File: config.mk
export PLATFORM = sky130hd
export DESIGN_NAME = cfq_top
export DESIGN_NICKNAME = d
export VERILOG_FILES = /design/src/verilog/cfq_pkg.sv /design/src/verilog/cfq_flag_if.sv /design/src/verilog/cfq_flag_calc.sv /design/src/verilog/cfq_top.sv
export SDC_FILE = /design/constraint.sdc
export NUM_CORES = 1
export LEC_CHECK = 0
export ABC_CLOCK_PERIOD_IN_PS = 7900
export BUFFER_PORTS_ARGS = -buffer_cell sky130_fd_sc_hd__buf_4
export CAP_MARGIN = 20
export CELL_PAD_IN_SITES_DETAIL_PLACEMENT = 1
export CELL_PAD_IN_SITES_GLOBAL_PLACEMENT = 2
export CORE_MARGIN = 1.5
export CORE_UTILIZATION = 31
export CTS_BUF_LIST = sky130_fd_sc_hd__clkbuf_8 sky130_fd_sc_hd__clkbuf_16
export DETAILED_ROUTE_END_ITERATION = 10
export PLACE_DENSITY_LB_ADDON = 0.12
export SLEW_MARGIN = 20
export SYNTH_ARGS = -nofsm -noshare
export SYNTH_HDL_FRONTEND = slang
export SYNTH_HIERARCHICAL = 1
export SYNTH_SLANG_ARGS = --single-unit
File: constraint.sdc
create_clock -name clk_i -period 7.9 [get_ports clk_i]
set_clock_uncertainty 0.15 [all_clocks]
set_input_delay 0.79 -clock clk_i [delete_from_list [all_inputs] [get_ports clk_i]]
set_output_delay 0.79 -clock clk_i [all_outputs]
set_load 0.02 [all_outputs]
File: src/verilog/cfq_pkg.sv
// Package: register map, field positions and reset values of the FIFO flag block
package cfq_pkg;
    localparam int          CFQ_AW             = 4;
    localparam logic [3:0]  CFQ_OFS_MSG_CTRL   = 4'h0;
    localparam logic [3:0]  CFQ_OFS_MSG_STATUS = 4'h4;
    localparam logic [3:0]  CFQ_OFS_EVT_CTRL   = 4'h8;
    localparam logic [3:0]  CFQ_OFS_EVT_STATUS = 4'hc;
    localparam logic [2:0]  CFQ_MODE_CONFIG    = 3'h4;
    // Message FIFO control (own layout)
    localparam int CFQ_MC_DEPTH_LSB = 24;
    localparam int CFQ_MC_DIR       = 7;
    // Status / control bit positions
    localparam int CFQ_ST_NSNE   = 0;
    localparam int CFQ_ST_HALF   = 1;
    localparam int CFQ_ST_EF     = 2;
    localparam int CFQ_ST_OVF    = 3;
    localparam int CFQ_ST_ERR    = 5;
    localparam int CFQ_ST_LARB   = 6;
    localparam int CFQ_ST_ABT    = 7;
    localparam int CFQ_ST_IDX    = 8;
    localparam int CFQ_EC_DEPTH  = 24;
    localparam int CFQ_EC_RESET  = 10;
    localparam int CFQ_EC_TAIL   = 8;
    localparam int CFQ_EC_TSEN   = 5;
    localparam logic [4:0] CFQ_DEPTH_RST = 5'h00;
    localparam logic [3:0] CFQ_IE_RST    = 4'h0;
    typedef enum logic [1:0] {
        CFQ_OUT_NONE  = 2'b00,
        CFQ_OUT_DONE  = 2'b01,
        CFQ_OUT_ABORT = 2'b10
    } cfq_outcome_type;
endpackage

File: src/verilog/cfq_flag_if.sv
// Interface: occupancy and derived flags between the top and the flag unit
interface cfq_flag_if;
    logic [5:0] count;
    logic [4:0] depth_code;
    logic       is_tx;
    logic       ef_flag;
    logic       half_flag;
    logic       ns_flag;
    logic       full;
    modport calc (input count, depth_code, is_tx, output ef_flag, half_flag, ns_flag, full);
    modport user (output count, depth_code, is_tx, input ef_flag, half_flag, ns_flag, full);
endinterface

File: src/verilog/cfq_flag_calc.sv
// Flag unit: direction-dependent occupancy flags for one FIFO
module cfq_flag_calc (
    cfq_flag_if.calc f
);
    logic [5:0] depth;
    logic [6:0] twice;
    always_comb begin
        // RL21 depth from code
        depth = {1'b0, f.depth_code} + 6'h01;
        twice = {f.count, 1'b0};
        f.full = (f.count >= depth);
        if (f.is_tx) begin
            // RL1 empty flag
            f.ef_flag = (f.count == 6'h00);
            // RL3 at or below half
            f.half_flag = (twice <= {1'b0, depth});
            // RL5 space remains
            f.ns_flag = !f.full;
        end else begin
            // RL2 full flag
            f.ef_flag = f.full;
            // RL4 at or above half
            f.half_flag = (twice >= {1'b0, depth});
            // RL6 content present
            f.ns_flag = (f.count != 6'h00);
        end
    end
endmodule

File: src/verilog/cfq_top.sv
// Top: message FIFO status and event FIFO control/status behind classic Wishbone
// How it works
// RL1 - Transmit FIFO: empty/full flag set while nothing queued.
// RL2 - Receive FIFO: empty/full flag set only when completely full.
// RL3 - Transmit FIFO: half flag when occupancy at or below half depth.
// RL4 - Receive FIFO: half flag when occupancy at or above half depth.
// RL5 - Transmit FIFO: space flag high while a free slot remains.
// RL6 - Receive FIFO: content flag high while a message is stored.
// RL7 - Slot index is zero-based, from zero to depth minus one.
// RL8 - Outcome bits clear on status read and on queue reset.
// RL9 - Outcome bits change only on completion, abort or FIFO reset; the code also clears them on status read and queue reset.
// RL10 - Event depth field bits 28-24, code n gives n+1 messages.
// RL11 - Event reset bit 10 resets FIFO, hardware clears it when done.
// RL12 - Tail advance bit 8 moves tail by one, self-clearing.
// RL13 - Timestamp enable bit 5 selects timestamped event elements.
// RL14 - Event interrupt enables: overflow 3, full 2, half 1, nonempty 0.
// RL15 - Depth and timestamp enable writable only in configuration mode.
// RL16 - Unimplemented event control bits read zero.
// RL17 - Event status: overflow, full, at least half, not empty.
// RL18 - Overflow flag: hardware sets, reset or software clears.
// RL19 - Direction select one means transmit, zero receive.
// RL20 - Interrupt request when flag and its enable both set.
// RL21 - Half thresholds use depth code plus one.
//
// Added by the designer: the Wishbone register port and the placing of the registers.
module cfq_top
    import cfq_pkg::*;
(
    input  wire logic        clk_i,
    input  wire logic        rst_i,
    input  wire logic        cyc_i,
    input  wire logic        stb_i,
    input  wire logic        we_i,
    input  wire logic [3:0]  adr_i,
    input  wire logic [3:0]  sel_i,
    input  wire logic [31:0] dat_i,
    output logic      [31:0] dat_o,
    output logic             ack_o,
    input  wire logic [2:0]  operating_mode_field_i,
    input  wire logic        msg_push_i,
    input  wire logic        msg_pop_i,
    input  wire logic [1:0]  msg_outcome_i,
    input  wire logic        msg_arb_lost_i,
    input  wire logic        msg_bus_err_i,
    input  wire logic        msg_reset_i,
    input  wire logic        transmit_queue_reset_i,
    input  wire logic        event_push_i,
    output logic             msg_irq_o,
    output logic             event_irq_o,
    output logic             event_timestamp_enable_o,
    output logic             event_tail_step_o,
    output logic [4:0]       event_tail_o,
    output logic [4:0]       msg_slot_index_o
);
    logic        req;
    logic        wr;
    logic        rd;
    logic        cfg_mode;
    logic [4:0]  msg_depth_code_r;
    logic        direction_select_r;
    logic [2:0]  msg_ie_r;
    logic [5:0]  msg_count_r;
    logic [4:0]  msg_head_r;
    logic        send_aborted_status_r;
    logic        arbitration_lost_status_r;
    logic        send_bus_error_status_r;
    logic [4:0]  event_depth_code_r;
    logic        event_timestamp_enable_r;
    logic [3:0]  event_ie_r;
    logic        queue_clear_request_r;
    logic [5:0]  event_count_r;
    logic [4:0]  event_tail_r;
    logic        event_overflow_flag_r;
    logic        tail_step_r;
    logic [31:0] msg_status;
    logic [31:0] event_ctrl;
    logic [31:0] event_status;
    logic [31:0] rd_nxt;
    logic [3:0]  event_flags;
    logic        event_push_ok;
    cfq_outcome_type outcome;

    cfq_flag_if mf();
    cfq_flag_if ef();

    cfq_flag_calc u_msg_flags (
        .f (mf)
    );
    cfq_flag_calc u_event_flags (
        .f (ef)
    );

    function automatic logic [4:0] cfq_wrap_inc(input logic [4:0] ptr, input logic [4:0] code);
        cfq_wrap_inc = (ptr == code) ? 5'h00 : ptr + 5'h01;
    endfunction

    assign req      = cyc_i && stb_i && !ack_o;
    assign wr       = req && we_i;
    assign rd       = req && !we_i;
    // RL15 configuration mode gate
    assign cfg_mode = (operating_mode_field_i == CFQ_MODE_CONFIG);
    assign outcome  = cfq_outcome_type'(msg_outcome_i);

    assign mf.count      = msg_count_r;
    assign mf.depth_code = msg_depth_code_r;
    // RL19 direction follows select
    assign mf.is_tx      = direction_select_r;
    assign ef.count      = event_count_r;
    assign ef.depth_code = event_depth_code_r;
    assign ef.is_tx      = 1'b0;

    // RL17 event status meanings
    assign event_flags = {event_overflow_flag_r, ef.full, ef.half_flag, ef.ns_flag};
    assign event_push_ok = event_push_i && !ef.full && !queue_clear_request_r;

    always_comb begin
        msg_status = 32'h0000_0000;
        msg_status[CFQ_ST_NSNE] = mf.ns_flag;
        msg_status[CFQ_ST_HALF] = mf.half_flag;
        msg_status[CFQ_ST_EF]   = mf.ef_flag;
        msg_status[CFQ_ST_ERR]  = send_bus_error_status_r;
        msg_status[CFQ_ST_LARB] = arbitration_lost_status_r;
        msg_status[CFQ_ST_ABT]  = send_aborted_status_r;
        msg_status[CFQ_ST_IDX +: 5] = msg_head_r;
        // RL16 unused bits stay zero
        event_ctrl = 32'h0000_0000;
        event_ctrl[CFQ_EC_DEPTH +: 5] = event_depth_code_r;
        event_ctrl[CFQ_EC_RESET]      = queue_clear_request_r;
        event_ctrl[CFQ_EC_TAIL]       = tail_step_r;
        event_ctrl[CFQ_EC_TSEN]       = event_timestamp_enable_r;
        event_ctrl[3:0]               = event_ie_r;
        event_status = {28'h000_0000, event_flags};
        case (adr_i)
            CFQ_OFS_MSG_CTRL: begin
                rd_nxt = 32'h0000_0000;
                rd_nxt[CFQ_MC_DEPTH_LSB +: 5] = msg_depth_code_r;
                rd_nxt[CFQ_MC_DIR]            = direction_select_r;
                rd_nxt[2:0]                   = msg_ie_r;
            end
            CFQ_OFS_MSG_STATUS: rd_nxt = msg_status;
            CFQ_OFS_EVT_CTRL:   rd_nxt = event_ctrl;
            CFQ_OFS_EVT_STATUS: rd_nxt = event_status;
            default:            rd_nxt = 32'h0000_0000;
        endcase
    end

    // Single-wait-state slave, unmapped addresses ack with zero
    always_ff @(posedge clk_i) begin
        if (rst_i) begin
            ack_o <= 1'b0;
            dat_o <= 32'h0000_0000;
        end else begin
            ack_o <= req;
            dat_o <= rd ? rd_nxt : 32'h0000_0000;
        end
    end

    // Message FIFO control; depth and direction are configuration-only
    always_ff @(posedge clk_i) begin
        if (rst_i) begin
            msg_depth_code_r   <= CFQ_DEPTH_RST;
            direction_select_r <= 1'b0;
            msg_ie_r           <= 3'h0;
        end else if (wr && adr_i == CFQ_OFS_MSG_CTRL) begin
            if (cfg_mode && sel_i[3]) msg_depth_code_r <= dat_i[CFQ_MC_DEPTH_LSB +: 5];
            if (cfg_mode && sel_i[0]) direction_select_r <= dat_i[CFQ_MC_DIR];
            if (sel_i[0]) msg_ie_r <= dat_i[2:0];
        end
    end

    // RL7 zero-based slot index wraps at depth
    always_ff @(posedge clk_i) begin
        if (rst_i || msg_reset_i) begin
            msg_count_r <= 6'h00;
            msg_head_r  <= 5'h00;
        end else begin
            if (msg_push_i && !mf.full && !(msg_pop_i && msg_count_r != 6'h00))
                msg_count_r <= msg_count_r + 6'h01;
            else if (msg_pop_i && msg_count_r != 6'h00 && !msg_push_i)
                msg_count_r <= msg_count_r - 6'h01;
            // Index moves only for a message actually taken or stored
            if (direction_select_r ? (msg_pop_i && msg_count_r != 6'h00) : (msg_push_i && !mf.full))
                msg_head_r <= cfq_wrap_inc(msg_head_r, msg_depth_code_r);
        end
    end

    // RL9 outcome bits move on completion, abort or FIFO reset
    always_ff @(posedge clk_i) begin
        if (rst_i || msg_reset_i) begin
            send_aborted_status_r     <= 1'b0;
            arbitration_lost_status_r <= 1'b0;
            send_bus_error_status_r   <= 1'b0;
        end else if (outcome == CFQ_OUT_DONE || outcome == CFQ_OUT_ABORT) begin
            send_aborted_status_r     <= (outcome == CFQ_OUT_ABORT);
            arbitration_lost_status_r <= msg_arb_lost_i;
            send_bus_error_status_r   <= msg_bus_err_i;
        // RL8 clear on read or queue reset
        end else if ((rd && adr_i == CFQ_OFS_MSG_STATUS) || transmit_queue_reset_i) begin
            send_aborted_status_r     <= 1'b0;
            arbitration_lost_status_r <= 1'b0;
            send_bus_error_status_r   <= 1'b0;
        end
    end

    // Event FIFO control register
    always_ff @(posedge clk_i) begin
        if (rst_i) begin
            event_depth_code_r       <= CFQ_DEPTH_RST;
            event_timestamp_enable_r <= 1'b0;
            event_ie_r               <= CFQ_IE_RST;
        end else if (wr && adr_i == CFQ_OFS_EVT_CTRL) begin
            // RL10 depth field
            if (cfg_mode && sel_i[3]) event_depth_code_r <= dat_i[CFQ_EC_DEPTH +: 5];
            // RL13 timestamp enable
            if (cfg_mode && sel_i[0]) event_timestamp_enable_r <= dat_i[CFQ_EC_TSEN];
            // RL14 interrupt enables
            if (sel_i[0]) event_ie_r <= dat_i[3:0];
        end
    end

    // RL11 reset request, cleared when FIFO emptied; reads one after reset
    always_ff @(posedge clk_i) begin
        if (rst_i)
            queue_clear_request_r <= 1'b1;
        else if (wr && adr_i == CFQ_OFS_EVT_CTRL && sel_i[1] && dat_i[CFQ_EC_RESET])
            queue_clear_request_r <= 1'b1;
        else if (queue_clear_request_r && event_count_r == 6'h00)
            queue_clear_request_r <= 1'b0;
    end

    // RL12 tail advance, one message per request
    always_ff @(posedge clk_i) begin
        if (rst_i)
            tail_step_r <= 1'b0;
        else
            tail_step_r <= wr && adr_i == CFQ_OFS_EVT_CTRL && sel_i[1] && dat_i[CFQ_EC_TAIL]
                           && event_count_r != 6'h00 && !queue_clear_request_r;
    end

    always_ff @(posedge clk_i) begin
        if (rst_i || queue_clear_request_r) begin
            event_count_r <= 6'h00;
            event_tail_r  <= 5'h00;
        end else begin
            if (event_push_ok && !tail_step_r)
                event_count_r <= event_count_r + 6'h01;
            else if (tail_step_r && !event_push_ok)
                event_count_r <= event_count_r - 6'h01;
            if (tail_step_r)
                event_tail_r <= cfq_wrap_inc(event_tail_r, event_depth_code_r);
        end
    end

    // RL18 overflow: set wins over software clear, FIFO reset clears
    always_ff @(posedge clk_i) begin
        if (rst_i || queue_clear_request_r)
            event_overflow_flag_r <= 1'b0;
        else if (event_push_i && ef.full)
            event_overflow_flag_r <= 1'b1;
        else if (wr && adr_i == CFQ_OFS_EVT_STATUS && sel_i[0] && !dat_i[CFQ_ST_OVF])
            event_overflow_flag_r <= 1'b0;
    end

    // RL20 interrupt requests
    always_ff @(posedge clk_i) begin
        if (rst_i) begin
            msg_irq_o   <= 1'b0;
            event_irq_o <= 1'b0;
        end else begin
            msg_irq_o   <= |(msg_ie_r & msg_status[2:0]);
            event_irq_o <= |(event_ie_r & event_flags);
        end
    end

    always_ff @(posedge clk_i) begin
        if (rst_i) begin
            event_timestamp_enable_o <= 1'b0;
            event_tail_step_o        <= 1'b0;
            event_tail_o             <= 5'h00;
            msg_slot_index_o         <= 5'h00;
        end else begin
            event_timestamp_enable_o <= event_timestamp_enable_r;
            event_tail_step_o        <= tail_step_r;
            event_tail_o             <= event_tail_r;
            msg_slot_index_o         <= msg_head_r;
        end
    end
endmodule

==> results of run 1 <==
-- cell type report --
type	count	area share, %
well taps	180	4.22
repair buffers	69	9.71
clock inverters	6	1.74
multi-input cells	376	48.5
flip-flops and latches	79	29.7
clock buffers	10	4.48
inverters	24	1.69
-- how the worst max path moves through the flow --
stage                startpoint     endpoint  slack, ns  depth (start not counted)
2_1_floorplan  mf.depth_code[0]  mf.count[5]       4.31                         16
3_3_place_gp   mf.depth_code[0]  mf.count[5]       3.89                         15
3_5_place_dp   mf.depth_code[0]  mf.count[5]       3.86                         15
4_1_cts        mf.depth_code[0]  mf.count[5]       3.84                         15
5_1_grt        mf.depth_code[0]  mf.count[5]       3.46                         15
6_report       mf.depth_code[0]  mf.count[5]       3.84                         15
-- per-layer routing --
metal,wire (um),vias up
met5,0,-
met4,70,0
met3,312,6
met2,6180,44
met1,5340,1751
li1,-,1832
-- metrics by stage --
| step | cells | util (%) |
|---|---|---|
| 3_5_place_dp | 728 | 36.3 |
| 3_3_place_gp | 728 | 36.3 |
| 5_1_grt | 744 | 38.7 |
| 2_1_floorplan | 507 | - |
| 4_1_cts | 744 | 38.7 |
| 6_report | 744 | 38.7 |
-- critical path, delay by kind of cell (launching register included) --
family	cells	cell delay, ns
AOI/OAI and AO/OA	8	1.24
adders and majority gates	4	1.13
buffers and inverters	1	0.09
DFF	1	0.50
and+or+nand+nor	2	0.87
-- sequential cells by signal (all words and copies together) (netlist names), 3 cells and up --
| signal | flops |
|---|---|
| msg_head_r | 5 |
| ef.depth_code | 5 |
| mf.count | 6 |
| mf.depth_code | 5 |
| ef.count | 6 |
| msg_ie_r | 3 |
| msg_slot_index_o | 5 |
| event_tail_r | 5 |
| dat_o | 17 |
| event_tail_o | 5 |
| event_ie_r | 4 |
-- report_power, final --
part	switching [W]	internal (W)
combinational	0.000317	0.000261
clock	0.000175	0.000288
sequential	0.0000489	0.000420
==> out/results.env, run 1 <==
RUN_STATUS='finished, final reports clean'
YS_WARN_COUNT=6
FLOORPLAN.IO_PINS=104
WORSTPATHREQUIRED_NS=8.02
VDD.IR_DROP.WORST_uV=270
CTS_SETUP_BUFFERS=0
DIEHEIGHT_UM=121
CTS_REPAIR_RESIZE_COUNT=0
WORST_R2R_PATH_DEPTH=15
LEAKAGE_POWER_nW=2.23
DIODE_COUNT=0
CLK_PIN_SLEW_WORST_PATHS_NS=0.06
POST_ROUTE_CELLS_DRIVE_ABOVE_1_SHARE_PCT=18.8
VIAS_IN_THE_FIRST_GLOBAL_ROUTE=3735
CRITICAL_PATH.CELL_CHAIN='ha_1 > inv_1 > ha_1 > a21oi_1 > maj3_1 > o21ai_2 > a21o_1 > or4b_1 > o22a_1 > ha_1 > o21ai_0 > o21bai_1 > a21oi_1 > or4_1 > o211ai_1'
POWER_DENSITY_mW_PER_MM2=283
DIE_W_UM=121
CORE_AREA_MM2=0.0138
TIMING.FINAL.SETUP_VIOLATIONS=0
FILLERINSTANCES=1645
ROUTED_VIA_DENSITY=4.88
HTREE_NUM_LEVELS=3
WORST_HOLD_PATH.ENDPOINT='dat_o[6]'
DESIGN.DIE.AREA_MM2=0.0148
DETAILEDPLACEMENTHPWL_MM=9.23
CTS_BUFFER_COUNT=9
CTS.SINK_COUNT=79
CTS_TREE='done'
SYNTHTOLAYOUTAREAGROWTH_PCT=22.5
MULTIINPUTGATEAREA_MM2=0.00259
PEAK_USAGE_LAYER_IN_THE_GLOBAL_ROUTING_REPORT='met2'
ROUTED_WIRE_LENGTH_PER_INSTANCE_UM=16.0
PLACEMENT.IO_BUFFERS=68
DETAILROUTE.VIA_COUNT=3633
TIMING.CRITICAL_PATH.TO_TYPE='flip-flop'
SYN-MEAN-INSTANCE-AREA_UM2=8.90
DESIGN.FINAL.NETS=642
FINAL_DESIGN_AREA_NO_FILL_MM2=0.00533
WORST_SKEW_PAIR.LATE_LATENCY_NS=0.34
DRT-INITIAL-DRC-COUNT=105
CAP_VIOLATIONS=0
CRIT_FANOUT=11
FINALWIRELENGTH_MM=11.9
MAX_STAGE_DELAY_CELL_WORST_PATH='dfxtp_1'
SYNTHESIZED_INSTANCE_COUNT=489
CRIT-REG2REG-CAPTURE='mf.count[5]'
CTS_BUFFER_DEPTH=2
TOTAL_POWER_W=0.00151
TIGHTEST_SLEW_NS=0.692
MOSTFREQUENTLAYOUTCELLS='79 x dfxtp_1, 69 x buf_4, 64 x nor2_1'
POSTCTSHOLDBUFS=0
MAPPED_CELL_AREA_MM2=0.00435
GLOBAL_ROUTE.USAGE.TOTAL_PCT=17.1
PLACE_AREA_MM2=0.00499
CRITPATHLAUNCHTYPE='flip-flop'
GRT_ANTENNA_BEFORE_REPAIR=0
WORSTSETUPPATHTYPE='flip-flop to flip-flop'
HOLD_CRIT_CLASS='flip-flop to flip-flop'
CP_COMMON_CELL='ha_1'
DETAIL-ROUTE-ANTENNA-NETS=0
FF2FF_SETUP_SLACK_NS=3.84
FINAL_MIN_PERIOD_OVER_CLOCK_PERIOD_PCT=51.4
GRT_USE_MET2_PCT=30.7
MIN_PATH_CELLS=1
DP_SLACK_NS=3.86
TOTALNEGATIVESETUPSLACK_NS=0
SLEW_HEADROOM_PCT=53.2
CORE.ROWCOUNT=43
DRT_FIRST_PASS_ITERS=5
HOLDWS_NS=0.315
FINAL.MIN_CLOCK_PERIOD_NS=4.06
ROUTABILITYCONGESTION=0.769
INITIAL_CORE_UTIL_PCT=31.6
WIRE_LENGTH_OF_THE_FIRST_GLOBAL_ROUTING_PASS_MM=19.2
WORST_PATH_LARGEST_CELL_DELAY_NS=0.50
DRV_SLEW=0
PIN_COUNT_OF_THE_BIGGEST_NET_ENTERING_GLOBAL_ROUTING=41
FINAL_COMMON_CELL='dfxtp_1'
COUNT_OF_FINAL_HOLD_CHECK_VIOLATIONS=0
GRT_REMAINING_OVERFLOW=0
REGTOREGSTARTPOINT='mf.depth_code[0]'
WORST_HOLD_STARTPOINT='arbitration_lost_status_r'
USE_MET3_PCT=4.28
FINAL.SETUP.WORST_SLACK_NS=3.84
AREA_USED_BY_SEQUENTIAL_LOGIC_IN_THE_LAYOUT_MM2=0.00158
CRITPATHARRIVALTIME_NS=4.17
DETAILED_ROUTE_DRC_ERROR_COUNT=0
TIMING.FMAX_MHz=246
GRT_USE_MET1_PCT=20.2
GRT_SETUP_UNREPAIRED='false'
CLOCK_TREE.ROOT_CELL='clkbuf_16'
Power figures use the tool's default switching activity.
==> run 2, diff against run 1 <==
--- a/config.mk
+++ b/config.mk
@@ -5,13 +5,13 @@
 export SDC_FILE = /design/constraint.sdc
 export NUM_CORES = 1
 export LEC_CHECK = 0
-export ABC_CLOCK_PERIOD_IN_PS = 7900
+export ABC_CLOCK_PERIOD_IN_PS = 3700
 export BUFFER_PORTS_ARGS = -buffer_cell sky130_fd_sc_hd__buf_4
 export CAP_MARGIN = 20
 export CELL_PAD_IN_SITES_DETAIL_PLACEMENT = 1
 export CELL_PAD_IN_SITES_GLOBAL_PLACEMENT = 2
 export CORE_MARGIN = 1.5
-export CORE_UTILIZATION = 31
+export CORE_UTILIZATION = 29
 export CTS_BUF_LIST = sky130_fd_sc_hd__clkbuf_8 sky130_fd_sc_hd__clkbuf_16
 export DETAILED_ROUTE_END_ITERATION = 10
 export PLACE_DENSITY_LB_ADDON = 0.12
==> constraint.sdc (replaced) <==
create_clock -name clk_i -period 3.7 [get_ports clk_i]
set_clock_uncertainty 0.15 [all_clocks]
set_input_delay 0.37 -clock clk_i [delete_from_list [all_inputs] [get_ports clk_i]]
set_output_delay 0.37 -clock clk_i [all_outputs]
set_load 0.02 [all_outputs]
==> run 2 against run 1 <==
Against the previous run:
- final cell count increased by 5.4%
- wire length increased by 8.2%
- highest routed layer unchanged
- utilization increased by 0.59 points
- flip-flop and latch count unchanged
- design area increased by 7.5%
- non-clock buffer count increased by 37
- first-iteration DRC count decreased by 1.9%
- via count increased by 5.5%
- total power increased by 140%
- sequential share of layout area decreased by 1.9 points
- worst setup slack got worse by 3.7 ns
==> out/results.env, run 2 (synthesis gave the netlist of run 1 again) <==
DIODE_COUNT=0  # unchanged
FINALWIRELENGTH_MM=12.9  # +8.2%
HOLD_CRIT_CLASS='input port to flip-flop'
TOTALNEGATIVESETUPSLACK_NS=0  # unchanged
WORSTPATHREQUIRED_NS=3.78  # -4.24 ns
DETAILEDPLACEMENTHPWL_MM=9.89  # +7.1%
CRITICAL_PATH_BUF_INV_COUNT=3  # +2
TIMING.FINAL.SETUP_VIOLATIONS=0  # unchanged
LARGEST_REGISTER_FF_COUNT=17  # unchanged
TOTAL_POWER_W=0.00359  # +140%
INITIAL_CORE_UTIL_PCT=29.8  # -1.8 points
WORST_HOLD_STARTPOINT='sel_i[1]'
DRT_FIRST_PASS_ITERS=4  # -1
COUNT_OF_FINAL_HOLD_CHECK_VIOLATIONS=0  # unchanged
CAP_VIOLATIONS=0  # unchanged
CTS_TREE='done'
WIRE_LENGTH_OF_THE_FIRST_GLOBAL_ROUTING_PASS_MM=20.7  # +7.7%
REGTOREGSTARTPOINT='mf.depth_code[0]'
PLACEMENT.IO_BUFFERS=68  # unchanged
CTS.SINK_COUNT=79  # unchanged
VIAS_IN_THE_FIRST_GLOBAL_ROUTE=3982  # +6.6%
ROUTED_VIA_DENSITY=4.89  # +0.12%
DESIGN.FINAL.NETS=679  # +5.8%
CORE_AREA_MM2=0.0146  # +5.9%
TIGHTEST_SLEW_NS=0.807  # +0.115 ns
CRIT-REG2REG-CAPTURE='mf.count[4]'
CORE.ROWCOUNT=44  # +2.3%
LARGEST-REGISTER='dat_o'
WORST_R2R_PATH_DEPTH=17  # +2
DRT-INITIAL-DRC-COUNT=103  # -1.9%
ROUTABILITYCONGESTION=0.793  # +3.1%
WORSTSETUPPATHTYPE='flip-flop to flip-flop'
ROUTED_WIRE_LENGTH_PER_INSTANCE_UM=16.4  # +2.7%
DETAIL-ROUTE-ANTENNA-NETS=0  # unchanged
DRV_SLEW=0  # unchanged
FINAL_DESIGN_AREA_NO_FILL_MM2=0.00574  # +7.5%
WORST_PATH_LARGEST_CELL_DELAY_NS=0.49  # about the same
CRITPATHLAUNCHTYPE='flip-flop'
TIMING.FMAX_MHz=280  # +14%
FILLERINSTANCES=1711  # +4.0%
DETAILROUTE.VIA_COUNT=3833  # +5.5%
POST_ROUTE_CELLS_DRIVE_ABOVE_1_SHARE_PCT=28.8  # +10 points
POSTCTSHOLDBUFS=0  # unchanged
CRITPATHARRIVALTIME_NS=3.65  # -0.52 ns
CTS_BUFFER_DEPTH=2  # unchanged
RUN_STATUS='finished, final reports clean'
MAX_STAGE_DELAY_CELL_WORST_PATH='or4b_4'
FINAL_MIN_PERIOD_OVER_CLOCK_PERIOD_PCT=96.4  # +45 points
PIN_COUNT_OF_THE_BIGGEST_NET_ENTERING_GLOBAL_ROUTING=41  # unchanged
CRIT_FANOUT=6  # -5
LAYOUTNONFILLERINSTCOUNT=784  # +5.4%
POST-ROUTE-UTIL_PCT=39.3  # +0.59 points
DIEHEIGHT_UM=126  # +3.3%
HTREE_NUM_LEVELS=3  # unchanged
FINAL_COMMON_CELL='buf_4'
GRT_SETUP_UNREPAIRED='true'
GRT_REMAINING_OVERFLOW=0  # unchanged
DIE_W_UM=126  # +3.3%
LEAKAGE_POWER_nW=2.40  # +7.4%
PLACE_INST=765  # +5.1%
MIN_PATH_CELLS=3  # +2
DESIGN.DIE.AREA_MM2=0.0158  # +6.7%
TIMING.CRITICAL_PATH.TO_TYPE='flip-flop'
CLK_PIN_SLEW_WORST_PATHS_NS=0.06  # about the same
SLEW_HEADROOM_PCT=45.4  # -7.8 points
SYNTHTOLAYOUTAREAGROWTH_PCT=31.8
GLOBAL_ROUTE.USAGE.TOTAL_PCT=16.6  # -0.55 points
FF2FF_SETUP_SLACK_NS=0.13  # -3.71 ns
POWER_DENSITY_mW_PER_MM2=625  # +120%
FINAL.MIN_CLOCK_PERIOD_NS=3.57  # -0.489 ns
WORST_HOLD_PATH.ENDPOINT='queue_clear_request_r'
DETAILED_ROUTE_DRC_ERROR_COUNT=0  # unchanged
PLACE_AREA_MM2=0.00525  # +5.1%
MOSTFREQUENTLAYOUTCELLS='106 x buf_4, 75 x dfxtp_1, 63 x nor2_1'
CTS_BUFFER_COUNT=9  # unchanged
WORST_SKEW_PAIR.LATE_LATENCY_NS=0.34  # about the same
CLOCK_TREE.ROOT_CELL='clkbuf_16'
CRITICAL_PATH.CELL_CHAIN='ha_4 > inv_2 > ha_4 > a21oi_2 > maj3_2 > o21ai_2 > a21o_1 > or4b_4 > o22a_4 > buf_4 > inv_2 > fa_2 > nor2b_1 > o21a_1 > or3_1 > nand3_1 > a21oi_1'
GRT_ANTENNA_BEFORE_REPAIR=0  # unchanged
FLOORPLAN.IO_PINS=104  # unchanged
CRITICAL-PATH-TOP-DELAY-FAMILY='simple AND/OR/NAND/NOR gates'
VDD.IR_DROP.WORST_uV=542  # +100%
run 2: cell types whose count changed in the layout (fill, tap and decap cells not counted), moves of 3 or more:
| cell | delta |
|---|---|
| buf_4 | +37 |
| ha_4 | +7 |
| dfxtp_2 | +3 |
| inv_2 | +3 |
| ha_1 | -7 |
| dfxtp_1 | -4 |
| inv_1 | -4 |
run 2: cell type report:
cell class,instances,area (um^2),share of cell area (%)
clock buffers,9,225,3.93
clock inverters,6,46.3,0.807
inverters,24,90.1,1.57
multi-input cells,376,2760,48.1
flip-flops and latches,79,1590,27.7
well taps,184,230,4.01
repair buffers,106,796,13.9
run 2: worst max-delay path by stage:
stage | from | end | slack, ns | cells after the start
CTS | mf.depth_code[0] | mf.count[5] | 0.01 | 15
floorplan | mf.depth_code[0] | mf.count[5] | 0.11 | 16
global placement | mf.depth_code[0] | mf.count[5] | -0.02 | 15
finish | mf.depth_code[0] | mf.count[4] | 0.13 | 17
detailed placement | mf.depth_code[0] | mf.count[5] | -0.15 | 15
global route | mf.depth_code[0] | mf.count[5] | -0.01 | 15
run 2: per-layer routing:
layer  global-route usage, %  vias to the layer above  wire (um)
li1                        -                     1904          -
met1                    21.6                     1861       6160
met2                    27.3                       56       6210
met4                    5.21                        0        164
met5                       0                        -          0
met3                    3.47                       12        348
run 2: what timing repair did:
item | in CTS | in global routing
resized for setup | 11 | 25
endpoints found under the setup margin | 2 | 5
setup buffers | 0 | 4
pin swaps | 4 | 6
cloned | 0 | 0
run 2: worst min-delay path: cells and delay by family:
family                 cells  cell delay [ns]
buffers and inverters      1             0.08
and+or+nand+nor            2             0.10
run 2: where the power goes:
part | total [W] | switching, W | leakage, nW | internal (W)
registers | 0.000978 | 0.0000820 | 0.640 | 0.000896
clock network | 0.000826 | 0.000373 | 0.128 | 0.000454
logic | 0.00178 | 0.000869 | 1.63 | 0.000913
total | 0.00359 | 0.00132 | 2.40 | 0.00226
run 2: stage by stage:
| step | worst slack (ns) | hold WS [ns] |
|---|---|---|
| 3_5_place_dp | -0.154 | 0.314 |
| 5_1_grt | -0.0124 | 0.0939 |
| 6_report | 0.132 | 0.0925 |
| 2_1_floorplan | 0.105 | 0.280 |
| 3_3_place_gp | -0.0206 | 0.302 |
| 4_1_cts | 0.0133 | 0.0879 |
==> run 3, diff against run 2 <==
--- a/config.mk
+++ b/config.mk
@@ -5,13 +5,14 @@
 export SDC_FILE = /design/constraint.sdc
 export NUM_CORES = 1
 export LEC_CHECK = 0
+export ABC_AREA = 1
 export ABC_CLOCK_PERIOD_IN_PS = 3700
 export BUFFER_PORTS_ARGS = -buffer_cell sky130_fd_sc_hd__buf_4
 export CAP_MARGIN = 20
 export CELL_PAD_IN_SITES_DETAIL_PLACEMENT = 1
 export CELL_PAD_IN_SITES_GLOBAL_PLACEMENT = 2
 export CORE_MARGIN = 1.5
-export CORE_UTILIZATION = 29
+export CORE_UTILIZATION = 27
 export CTS_BUF_LIST = sky130_fd_sc_hd__clkbuf_8 sky130_fd_sc_hd__clkbuf_16
 export DETAILED_ROUTE_END_ITERATION = 10
 export PLACE_DENSITY_LB_ADDON = 0.12
==> run 3 against run 2 <==
Against the previous run:
- clock-buffer cell count stayed put
- largest power group unchanged
- worst setup slack better by 0.29 ns
- first-iteration DRC count is 12% lower
- highest routed layer unchanged
- maximum frequency is 8.9% higher
- register-to-register slack better by 0.29 ns
- non-clock buffer count is 33 lower
- sequential power is 2.8% lower
- utilization is 5.1 points lower
- design area is 0.68% lower
==> out/results.env, run 3 <==
COUNT_OF_FINAL_HOLD_CHECK_VIOLATIONS=0  # unchanged
WORST_HOLD_STARTPOINT='dat_i[8]'
SYNTHESIZED_INSTANCE_COUNT=668  # +37%
POST_ROUTE_CELLS_DRIVE_ABOVE_1_SHARE_PCT=18.4  # -10 points
POSTCTSHOLDBUFS=0  # unchanged
GRT_REMAINING_OVERFLOW=0  # unchanged
FF2FF_SETUP_SLACK_NS=0.42  # +0.29 ns
SYN-MEAN-INSTANCE-AREA_UM2=6.92  # -22%
VIAS_IN_THE_FIRST_GLOBAL_ROUTE=4496  # +13%
GLOBAL_ROUTE.USAGE.TOTAL_PCT=16.2  # -0.34 points
CTS.SINK_COUNT=79  # unchanged
LEAKAGE_POWER_nW=2.61  # +8.6%
TIMING.FMAX_MHz=305  # +8.9%
GRT_SETUP_UNREPAIRED='false'
POWER_FRAC_SEQ_PCT=30.8  # +3.5 points
CTS_REPAIR_RESIZE_COUNT=0  # -11
CTS_TREE='done'
MOSTFREQUENTLAYOUTCELLS='137 x nand2_1, 104 x inv_1, 79 x dfxtp_1'
ROUTE.MET2.WL_MM=6.91  # +11%
CTS_SETUP_BUFFERS=0  # unchanged
CAP_VIOLATIONS=0  # unchanged
CTS_BUFFER_COUNT=9  # unchanged
CORE_AREA_MM2=0.0166  # +14%
CLOCKPOWERSHARE_PCT=30.7  # +7.7 points
TIMING.CRITICAL_PATH.TO_TYPE='flip-flop'
WORST_SKEW_PAIR.LATE_LATENCY_NS=0.35  # about the same
DRT-INITIAL-DRC-COUNT=91  # -12%
CLK_PIN_SLEW_WORST_PATHS_NS=0.07  # about the same
DIE_W_UM=134  # +6.7%
INITIAL_CORE_UTIL_PCT=27.8  # -2.0 points
CRITICAL_PATH_BUF_INV_COUNT=1  # -2
SWITCHING_POWER_W=0.00123  # -6.9%
HOLD_CRIT_CLASS='input port to flip-flop'
CLOCK_TREE.ROOT_CELL='clkbuf_16'
GRT_ANTENNA_BEFORE_REPAIR=0  # unchanged
DESIGN.DIE.AREA_MM2=0.0179  # +14%
TOTALNEGATIVESETUPSLACK_NS=0  # unchanged
DRT_FIRST_PASS_ITERS=4  # unchanged
WORST_R2R_PATH_DEPTH=20  # +3
LARGEST_REGISTER_FF_COUNT=17  # unchanged
ROUTED_VIA_DENSITY=4.48  # -8.4%
CORE.ROWCOUNT=47  # +6.8%
MAXUSEDROUTINGLAYER='met4'
POWER_DENSITY_mW_PER_MM2=543  # -13%
CP_COMMON_CELL='nand2_1'
CRITICAL-PATH-TOP-DELAY-FAMILY='simple AND/OR/NAND/NOR gates'
FINALWIRELENGTH_MM=14.0  # +8.3%
CTS_BUFFER_DEPTH=2  # unchanged
HTREE_NUM_LEVELS=3  # unchanged
SYNTHTOLAYOUTAREAGROWTH_PCT=23.2
SWSHARE_PCT=39.9  # +3.0 points
ROUTED_WIRE_LENGTH_PER_INSTANCE_UM=14.3  # -13%
CRITICAL_PATH.CELL_CHAIN='ha_1 > inv_1 > ha_1 > a21boi_0 > o21ai_0 > nand2_1 > nand2_1 > nand2_2 > nand2_2 > nand2_2 > nor2_1 > nand2_1 > ha_1 > or2_2 > nand3_1 > nand2_1 > nand2_1 > nand3_1 > nand2_1 > nor2_1'
TIMING.FINAL.SETUP_VIOLATIONS=0  # unchanged
MIN_PATH_CELLS=3  # unchanged
PIN_COUNT_OF_THE_BIGGEST_NET_ENTERING_GLOBAL_ROUTING=26  # -37%
MAPPED_CELL_AREA_MM2=0.00462  # +6.2%
DETAILED_ROUTE_DRC_ERROR_COUNT=0  # unchanged
REGTOREGSTARTPOINT='mf.depth_code[0]'
CRIT-REG2REG-CAPTURE='mf.count[5]'
FINAL_MIN_PERIOD_OVER_CLOCK_PERIOD_PCT=88.5  # -7.9 points
CRITPATHLAUNCHTYPE='flip-flop'
HOLDWS_NS=0.110  # +0.0173 ns
FLOORPLAN.IO_PINS=104  # unchanged
DESIGN.FINAL.NETS=834  # +23%
TIGHTEST_SLEW_NS=0.667  # -0.140 ns
DETAIL-ROUTE-ANTENNA-NETS=0  # unchanged
YS_WARN_COUNT=6  # unchanged
CRITPATHARRIVALTIME_NS=3.37  # -0.28 ns
DETAILEDPLACEMENTHPWL_MM=11.3  # +14%
PLACEMENT.IO_BUFFERS=68  # unchanged
WORST_PATH_LARGEST_CELL_DELAY_NS=0.41  # -0.08 ns
LARGEST-REGISTER='dat_o'
DIEHEIGHT_UM=134  # +6.7%
VDD.IR_DROP.WORST_uV=230  # -58%
RUN_STATUS='finished, final reports clean'
SLEW_HEADROOM_PCT=55.4  # +10 points
DIODE_COUNT=0  # unchanged
WIRE_LENGTH_OF_THE_FIRST_GLOBAL_ROUTING_PASS_MM=22.7  # +9.5%
FINAL.MIN_CLOCK_PERIOD_NS=3.28  # -0.292 ns
STARTPOINT='mf.depth_code[0]'
POWER_REPORT.INTERNAL_TOTAL_W=0.00186  # -18%
CRIT_FANOUT=7  # +1
MET3WIRELENGTH_UM=380  # +9.2%
POWER_FRAC_COMB_PCT=38.5  # -11 points
WORSTSETUPPATHTYPE='flip-flop to flip-flop'
MAX_STAGE_DELAY_CELL_WORST_PATH='ha_1'
WL_MET1_MM=6.41  # +4.0%
WORSTPATHREQUIRED_NS=3.79  # about the same
WORST_HOLD_PATH.ENDPOINT='tail_step_r'
ROUTABILITYCONGESTION=0.788  # -0.69%
DRV_SLEW=0  # unchanged
DETAILROUTE.VIA_COUNT=4370  # +14%
FINAL_COMMON_CELL='nand2_1'
run 3: layout make-up:
type                       count  area, um^2
fill                        2097       10900
sequential                    79        1580
timing repair buffer          73         548
clock buffer                   9         225
inverter                     109         409
tap                          220         275
clock inverter                 7        83.8
multi-input combinational    479        2570
run 3: per-stage QoR:
step	util [%]	setup slack, ns	cell area, um^2	power [W]	instances
3_3_place_gp	32.4	0.424	5390	0.00213	960
2_1_floorplan	-	0.668	4690	0.00187	686
4_1_cts	34.2	0.364	5700	0.00315	976
6_report	34.2	0.424	5700	0.00309	976
3_5_place_dp	32.4	0.379	5390	0.00217	960
5_1_grt	34.2	0.105	5700	0.00336	976
run 3: tightest hold or removal path: stages:
cell     delay, ns
buf_4         0.08
nand3_1       0.06
nor2_1        0.07
run 3: how the worst max path moves through the flow:
stage	depth (start not counted)	slack, ns	to
after floorplan	21	0.67	ef.count[4]
after global placement	20	0.42	mf.count[5]
after detailed placement	20	0.38	mf.count[5]
after CTS	20	0.36	mf.count[5]
after global routing	20	0.11	mf.count[5]
final	20	0.42	mf.count[5]
run 3: power by group through the flow:
stage	clock, W	combinational, W	sequential [W]
after global placement	0	0.00116	0.000971
final	0.000950	0.00119	0.000951
after floorplan	0	0.000924	0.000948
after CTS	0.000983	0.00121	0.000953
after global routing	0.00101	0.00139	0.000959
after detailed placement	0	0.00120	0.000972
run 3: per-layer routing:
layer / up-vias / GRT usage [%]
li1: 2254 / -
met2: 59 / 29.1
met1: 2042 / 19.3
met5: - / 0
met4: 0 / 6.40
met3: 15 / 2.53
